[config.mk]
export PLATFORM = sky130hd
export DESIGN_NAME = ptlm_port_tx_lockup_monitor
export DESIGN_NICKNAME = d
export VERILOG_FILES = /design/src/rtl/ptlm_pkg.sv /design/src/rtl/ptlm_port_tx_lockup_monitor.sv
export SDC_FILE = /design/constraint.sdc
export NUM_CORES = 2
export LEC_CHECK = 0
export ABC_AREA = 1
export ABC_CLOCK_PERIOD_IN_PS = 82700
export BUFFER_PORTS_ARGS = -buffer_cell sky130_fd_sc_hd__buf_2
export CAP_MARGIN = 40
export CORE_UTILIZATION = 40
export CTS_BUF_LIST = sky130_fd_sc_hd__clkbuf_4 sky130_fd_sc_hd__clkbuf_8
export DETAILED_ROUTE_END_ITERATION = 8
export PLACE_DENSITY = 0.65
export SYNTH_ARGS = -nofsm -noshare
export SYNTH_HDL_FRONTEND = slang
export SYNTH_SLANG_ARGS = --single-unit
export TNS_END_PERCENT = 50
[constraint.sdc]
create_clock -name clk -period 82.7 [get_ports clk]
set_input_delay 12.405 -clock clk [delete_from_list [all_inputs] [get_ports clk]]
set_output_delay 12.405 -clock clk [all_outputs]
set_load 0.005 [all_outputs]
[src/rtl/ptlm_pkg.sv]
// Constants and types of the port transmit lockup monitor
package ptlm_pkg;
  localparam int NUM_PORTS = 7;
  localparam int ADDR_W = 16;
  localparam int DATA_W = 32;
  localparam int BLK_W = 11;
  localparam int PORT_W = 3;
  // Global register offsets
  localparam logic [15:0] ADDR_TAG0 = 16'h0000;
  localparam logic [15:0] ADDR_TAG1 = 16'h0001;
  localparam logic [15:0] ADDR_SOFT_RESET = 16'h0003;
  localparam logic [15:0] ADDR_LOOKUP_CTRL = 16'h0310;
  localparam logic [15:0] ADDR_PM_USAGE = 16'h03ac;
  // Per-port offsets, port number in address bits 15:12
  localparam logic [11:0] PORT_RX_DISCARD = 12'h0a00;
  localparam logic [11:0] PORT_TX_DISCARD = 12'h0a04;
  localparam logic [11:0] PORT_TX_UNICAST = 12'h0a08;
  localparam logic [11:0] PORT_TXQ_USAGE = 12'h0a10;
  // Field positions
  localparam int SOFT_RESET_BIT = 0;
  localparam int VLAN_ENABLE_BIT = 7;
  localparam int FREE_LSB = 16;
  localparam int TXQ_LSB = 0;
  // Reset values and limits of the block counts
  localparam logic [BLK_W-1:0] FREE_BLOCKS_IDLE = 11'h07e8;
  localparam logic [BLK_W-1:0] TXQ_CAPACITY = 11'h0204;
  localparam logic [BLK_W-1:0] FREE_NORMAL_MIN = 11'h0580;
  localparam logic [BLK_W-1:0] TXQ_NORMAL_MAX = 11'h0200;
  localparam logic [7:0] CTRL_RESET = 8'h00;
  localparam logic [DATA_W-1:0] CNT_RESET = 32'h0000_0000;

  typedef struct packed {
    logic wrEn;
    logic rdEn;
    logic [ADDR_W-1:0] addr;
    logic [DATA_W-1:0] wrData;
  } ptlm_reg_req_t;

  typedef struct packed {
    logic valid;
    logic [PORT_W-1:0] srcPort;
    logic [PORT_W-1:0] destPort;
  } ptlm_frame_t;
endpackage

[src/rtl/ptlm_port_tx_lockup_monitor.sv]
// Switch core slice: per-port transmit queues, lockup latch, drop counters, registers
module ptlm_port_tx_lockup_monitor (
  input wire logic clk,
  input wire logic rst,
  input wire ptlm_pkg::ptlm_reg_req_t regReq,
  output logic [ptlm_pkg::DATA_W-1:0] rdData,
  output logic rdValid,
  input wire ptlm_pkg::ptlm_frame_t ingress,
  input wire logic [ptlm_pkg::NUM_PORTS-1:0] halfDuplex,
  input wire logic [ptlm_pkg::NUM_PORTS-1:0] lockupTrigger,
  input wire logic [ptlm_pkg::NUM_PORTS-1:0] txSlot,
  input wire logic [ptlm_pkg::NUM_PORTS-1:0] pauseSent,
  output logic [ptlm_pkg::NUM_PORTS-1:0] txEnable,
  output logic fwdBlocked
);
  import ptlm_pkg::*;

  localparam int NP = NUM_PORTS;

  // Port register hit: port field p+1 and matching low offset
  function automatic logic portHit(input logic [ADDR_W-1:0] a, input int p,
                                   input logic [11:0] off);
    return (a[15:12] == 4'(p + 1)) && (a[11:0] == off);
  endfunction

  // Port number validity flag: true for 1..NP, false for zero
  function automatic logic portOk(input logic [PORT_W-1:0] n);
    return (n != 3'h0) && (int'(n) <= NP);
  endfunction

  // Port number field addresses table index p
  function automatic logic portIs(input logic [PORT_W-1:0] n, input int p);
    return int'(n) == p + 1;
  endfunction

  // Write strobe aimed at one register address
  function automatic logic wrHit(input ptlm_reg_req_t r, input logic [ADDR_W-1:0] a);
    return r.wrEn && (r.addr == a);
  endfunction

  // Host visible control registers
  logic softReset_q;
  logic [7:0] lookupCtrl_q;
  logic [7:0] defTag0_q;
  logic [7:0] defTag1_q;

  // Port and packet memory state
  logic [NP-1:0] locked_q;
  logic [NP-1:0] locked_d;
  logic [BLK_W-1:0] used_q [NP];
  logic [BLK_W-1:0] used_d [NP];
  logic [BLK_W-1:0] free_q;
  logic [BLK_W-1:0] free_d;

  // Statistics counters
  logic [DATA_W-1:0] rxDrop_q [NP];
  logic [DATA_W-1:0] txDrop_q [NP];
  logic [DATA_W-1:0] txUni_q [NP];

  // Per-cycle strobes
  logic [NP-1:0] enq;
  logic [NP-1:0] deq;
  logic [NP-1:0] rxDropHit;
  logic [NP-1:0] txDropHit;
  logic [PORT_W-1:0] deqCnt;
  logic [DATA_W-1:0] rd_d;
  logic vlanEn;

  assign vlanEn = lookupCtrl_q[VLAN_ENABLE_BIT];

  // Soft reset holds queues, locks and tags clear and the free count at FREE_BLOCKS_IDLE while the bit is one
  always_ff @(posedge clk or posedge rst) begin
    if (rst) begin
      softReset_q <= 1'b0;
    end else if (wrHit(regReq, ADDR_SOFT_RESET)) begin
      softReset_q <= regReq.wrData[SOFT_RESET_BIT];
    end
  end

  always_ff @(posedge clk or posedge rst) begin
    if (rst) begin
      lookupCtrl_q <= CTRL_RESET;
    end else if (wrHit(regReq, ADDR_LOOKUP_CTRL)) begin
      lookupCtrl_q <= regReq.wrData[7:0];
    end
  end

  // Default tag 0 keeps its value until written or wiped by soft reset
  always_ff @(posedge clk or posedge rst) begin
    if (rst) begin
      defTag0_q <= CTRL_RESET;
    end else if (softReset_q) begin
      defTag0_q <= CTRL_RESET;
    end else if (wrHit(regReq, ADDR_TAG0)) begin
      defTag0_q <= regReq.wrData[7:0];
    end
  end

  // Default tag 1 behaves the same at its own address
  always_ff @(posedge clk or posedge rst) begin
    if (rst) begin
      defTag1_q <= CTRL_RESET;
    end else if (softReset_q) begin
      defTag1_q <= CTRL_RESET;
    end else if (wrHit(regReq, ADDR_TAG1)) begin
      defTag1_q <= regReq.wrData[7:0];
    end
  end

  // Frame admission for the one ingress frame per cycle
  always_comb begin
    enq = '0;
    rxDropHit = '0;
    txDropHit = '0;
    for (int p = 0; p < NP; p++) begin
      if (ingress.valid && !softReset_q && portOk(ingress.srcPort)
          && portOk(ingress.destPort)) begin
        if (free_q == '0) begin
          if (portIs(ingress.srcPort, p)) begin
            rxDropHit[p] = 1'b1;
          end
        end else if (portIs(ingress.destPort, p)) begin
          if (used_q[p] >= TXQ_CAPACITY) begin
            txDropHit[p] = 1'b1;
          end else begin
            enq[p] = 1'b1;
          end
        end
      end
    end
  end

  // Egress: a locked port never drains its queue
  always_comb begin
    deqCnt = '0;
    for (int p = 0; p < NP; p++) begin
      deq[p] = txSlot[p] && !locked_q[p] && used_q[p] != '0
               && !softReset_q;
      deqCnt = deqCnt + PORT_W'(deq[p]);
      used_d[p] = used_q[p] + BLK_W'(enq[p]) - BLK_W'(deq[p]);
    end
    free_d = free_q - BLK_W'(|enq) + BLK_W'(deqCnt);
    if (softReset_q) begin
      free_d = FREE_BLOCKS_IDLE;
    end
  end

  // Lockup latch: only half duplex with VLAN on; only reset clears it
  always_comb begin
    for (int p = 0; p < NP; p++) begin
      if (softReset_q) begin
        locked_d[p] = 1'b0;
      end else begin
        locked_d[p] = locked_q[p]
                      || (lockupTrigger[p] && halfDuplex[p] && vlanEn);
      end
    end
  end

  // Lock state per port; only a hard or soft reset releases it
  always_ff @(posedge clk or posedge rst) begin
    if (rst) begin
      locked_q <= '0;
    end else begin
      locked_q <= locked_d;
    end
  end

  // Transmitter enable mirrors the next lock state
  always_ff @(posedge clk or posedge rst) begin
    if (rst) begin
      txEnable <= '1;
    end else begin
      txEnable <= ~locked_d;
    end
  end

  // Free block count of the shared packet memory
  always_ff @(posedge clk or posedge rst) begin
    if (rst) begin
      free_q <= FREE_BLOCKS_IDLE;
    end else begin
      free_q <= free_d;
    end
  end

  // Forwarding stops while no free block is left
  always_ff @(posedge clk or posedge rst) begin
    if (rst) begin
      fwdBlocked <= 1'b0;
    end else begin
      fwdBlocked <= (free_d == '0);
    end
  end

  genvar g;
  generate
    for (g = 0; g < NP; g++) begin : gPort
      always_ff @(posedge clk or posedge rst) begin
        if (rst) begin
          used_q[g] <= '0;
        end else if (softReset_q) begin
          used_q[g] <= '0;
        end else begin
          used_q[g] <= used_d[g];
        end
      end

      // Receive discards move only on drops, so they idle at zero
      always_ff @(posedge clk or posedge rst) begin
        if (rst) begin
          rxDrop_q[g] <= CNT_RESET;
        end else begin
          rxDrop_q[g] <= rxDrop_q[g] + DATA_W'(rxDropHit[g]);
        end
      end

      // Transmit discards likewise rise only on a full queue
      always_ff @(posedge clk or posedge rst) begin
        if (rst) begin
          txDrop_q[g] <= CNT_RESET;
        end else begin
          txDrop_q[g] <= txDrop_q[g] + DATA_W'(txDropHit[g]);
        end
      end

      // Pause frames count even while the port is locked
      always_ff @(posedge clk or posedge rst) begin
        if (rst) begin
          txUni_q[g] <= CNT_RESET;
        end else begin
          txUni_q[g] <= txUni_q[g] + DATA_W'(deq[g])
                        + DATA_W'(pauseSent[g]);
        end
      end
    end
  endgenerate

  // Read mux; unmapped addresses read zero, no lockup flag exists
  always_comb begin
    rd_d = '0;
    unique case (regReq.addr)
      ADDR_TAG0: rd_d[7:0] = defTag0_q;
      ADDR_TAG1: rd_d[7:0] = defTag1_q;
      ADDR_SOFT_RESET: rd_d[SOFT_RESET_BIT] = softReset_q;
      ADDR_LOOKUP_CTRL: rd_d[7:0] = lookupCtrl_q;
      ADDR_PM_USAGE: rd_d[FREE_LSB +: BLK_W] = free_q;
      default: begin
        for (int p = 0; p < NP; p++) begin
          if (portHit(regReq.addr, p, PORT_RX_DISCARD)) begin
            rd_d = rxDrop_q[p];
          end
          if (portHit(regReq.addr, p, PORT_TX_DISCARD)) begin
            rd_d = txDrop_q[p];
          end
          if (portHit(regReq.addr, p, PORT_TX_UNICAST)) begin
            rd_d = txUni_q[p];
          end
          if (portHit(regReq.addr, p, PORT_TXQ_USAGE)) begin
            rd_d[TXQ_LSB +: BLK_W] = used_q[p];
          end
        end
      end
    endcase
  end

  // Reads answer one cycle later; for the absent alarm
  always_ff @(posedge clk or posedge rst) begin
    if (rst) begin
      rdValid <= 1'b0;
    end else begin
      rdValid <= regReq.rdEn;
    end
  end

  // Data reads zero between answers
  always_ff @(posedge clk or posedge rst) begin
    if (rst) begin
      rdData <= '0;
    end else begin
      rdData <= regReq.rdEn ? rd_d : '0;
    end
  end
endmodule

==> out/metrics.yaml <==
ff_latch_area_um2: 20900
cts_hold_buf: 0
drc: 0
fin_area_um2: 52400
fin_crit_ns: 16.84
fmax_mhz: 59.4
finalHoldViolations: 0
grt_pass1_wl_um: 193000
wl_um: 118000
clock_tree.buffer_depth: 3
cts_tree: "done"
vias: 36600
synth_area_um2: 47100
timing.hold.ws_ns: 0.463
drtIter0Drc: 2342
arrival_ns: 17.51
yosys.area.top_type: "dfrtp_1"
grt_use_total_pct: 20.0
async_flop_share_pct: 100
io_pins: 128
synth.area.top_cells: "dfrtp_1 (44%), xor2_1 (8.8%), nand2_1 (7.0%)"
grt_pass1_vias: 36100
hold_depth: 1
crit_path_max_fanout: 3
cts_max_level: 4
ys_warn_count: 0
synth-edff-count: 0
cts.clk_slew.worst_paths_ns: 0.06
worst_slack_ns: 65.86
start_util_pct: 40.4
first_pass_iters: 5
antenna_found_initial: 3
synthFlopType: "dfrtp_1"
cp_top_family: "adder cells"
synth.distinct_cells: 69
drtAntennaViolNets: 0
fp-row-count: 125
slowest_delay_ns: 0.69
leakagePower_uw: 0.0261
fill_cells: 11300
post-route-period-util_pct: 20.4
nets: 6012
cts_buffers: 142
rr_endpoint: "fwdBlocked"
synth_seq_cells: 833
reg2reg_from: "softReset_q"
cts_num_sinks: 833
crit_slowest_cell: "a41oi_1"
synth_common_cells: "nand2_1 (882), inv_1 (844), dfrtp_1 (819)"
avgSynthCellArea_um2: 8.56
synth_seq_area_share_pct: 44.3
chipWidth_um: 345
gp_congestion: 0.873
die-area_um2: 119000
clk_latency_ns: 0.82
setup_tns_ns: 0
drv_cap: 0
synthToLayoutAreaGrowth_pct: 11.3
yosysTopAreaCellShare_pct: 43.5
fin_skew_ns: 0.0520
grt_overflow_total: 0
path_cells: "buf_2, nand3_1, a41oi_1, fa_1, inv_1, fa_1, fa_1, inv_1, ha_1, fa_1, a31oi_1, nor2_1, nor2_1, nor2_1, nor2_1, nor2_1, o21ai_0, nand2_1, a21oi_1, o21bai_1, a21oi_1, o21ai_0, nor4_1"
pre_cts_slack_ns: 64.90
tightest_slew_ns: 1.08
syn_inst: 5500
crit_buf_inv: 3
multiInputGateArea_um2: 22500
grt_start_max_net_pins: 180
cts_setup_buffers: 0
wl_per_cell_um: 16.2
maxSlewViolCount: 0
cts_root_buffer: "clkbuf_8"
min_from: "rxDrop_q[12]"
io_buffers: 103
vias_per_cell: 5.01
core-area_um2: 117000
min_path_type: "reg2reg"
worstSetupEndpointType: "flop"
hpwl_um: 89300
crit_required_ns: 83.37
p_per_area_nw_per_um2: 16.5
critPathKind: "in2reg"
status: "complete, no violations"
yosysMostFrequentCell: "nand2_1"
syn-num-nets: 5827
maxSlewHeadroom_pct: 27.9
crit_path_frequent_cell: "nor2_1"
ir_worst_vdd_v: 0.0000129
reg2reg_depth: 23
placed_cell_area_um2: 49500
ctsResizeCount: 0
drive_gt1_share_pct: 9.98
worstHoldEndpoint: "rxDrop_q[12]"
rsz0062_at_grt: "false"
cp-start-kind: "primary input"
fp.dieH_um: 345
setup_viol: 0
r2r_slack_ns: 76.48
## through the flow
| step | utilization, % | power (uW) | cells |
|---|---|---|---|
| after detailed placement | 42.5 | 486 | 7065 |
| after CTS | 45.0 | 876 | 7303 |
| after floorplan | - | 473 | 5500 |
| after global routing | 45.0 | 901 | 7305 |
| final | 45.0 | 867 | 7305 |
| after global placement | 42.4 | 484 | 7058 |
## routing by layer
metal | wire [um] | global-route usage, % | vias up
li1 | - | - | 18100
met1 | 56800 | 27.7 | 17700
met2 | 53600 | 32.0 | 607
met3 | 3840 | 2.67 | 189
met4 | 3790 | 7.29 | 2
met5 | 13 | 0 | -
## worst max-delay path by stage
stage | start | to | slack [ns] | cells after the start
after floorplan | rst | defTag0_q[0] | 46.92 | 1
after global placement | txSlot[4] | fwdBlocked | 64.86 | 23
after detailed placement | txSlot[4] | fwdBlocked | 64.90 | 23
after CTS | txSlot[4] | fwdBlocked | 65.76 | 23
after global routing | txSlot[4] | fwdBlocked | 65.37 | 23
final | txSlot[4] | fwdBlocked | 65.86 | 23
## final cells by class
cell class	count	share of cell area, %
Clock buffer	212	5.06
Timing Repair Buffer	146	1.73
Tap cell	1524	3.64
Inverter	873	6.27
Antenna cell	2	0.00955
Multi-Input combinational cell	3689	43.0
Sequential cell	833	39.8
Clock inverter	26	0.513
## cell usage in the layout (no fill, tap or decap), types with 122 or more instances in the layout
| cell | synthesis | layout |
|---|---|---|
| nor2_1 | 536 | 532 |
| inv_1 | 844 | 842 |
| a21oi_1 | 196 | 196 |
| o21ai_0 | 292 | 292 |
| nand2_1 | 882 | 882 |
| dfrtp_1 | 819 | 818 |
| xnor2_1 | 122 | 122 |
| ha_1 | 221 | 221 |
| nand4_1 | 165 | 165 |
| xor2_1 | 474 | 474 |
| clkbuf_8 | 0 | 170 |
| nand3_1 | 242 | 242 |
## registers in the layout, summed over array words and instances (netlist names), 8 cells and up
register and flops:
lookupCtrl_q 8, rxDrop_q 224, defTag1_q 8, used_q 77
defTag0_q 8, txDrop_q 224, txUni_q 224, free_q 11
rdData 32
## power by group
group,internal [uW],leakage (uW),switching (uW)
combinational,14.0,0.0141,29.0
sequential,423,0.0105,13.1
clock,212,0.00156,176
total,649,0.0261,218
## worst reg2reg max path, delay by kind of cell, from the launching register on
kind	cells	cell delay (ns)
flops	1	0.52
fa+ha+maj	5	2.15
simple gates	8	1.20
compound gates	7	1.63
buf+inv	3	0.57
## logic make-up after synthesis
group           count (synthesis)  synth area share [%]
xor+xnor                      596                  11.1
simple gates                 2147                  21.3
buf+inv                       978                  7.88
compound gates                705                  8.70
fa+ha+maj                     240                  6.68
mux                             1                0.0213
flops                         833                  44.3
(Power assumes the default switching activity.)
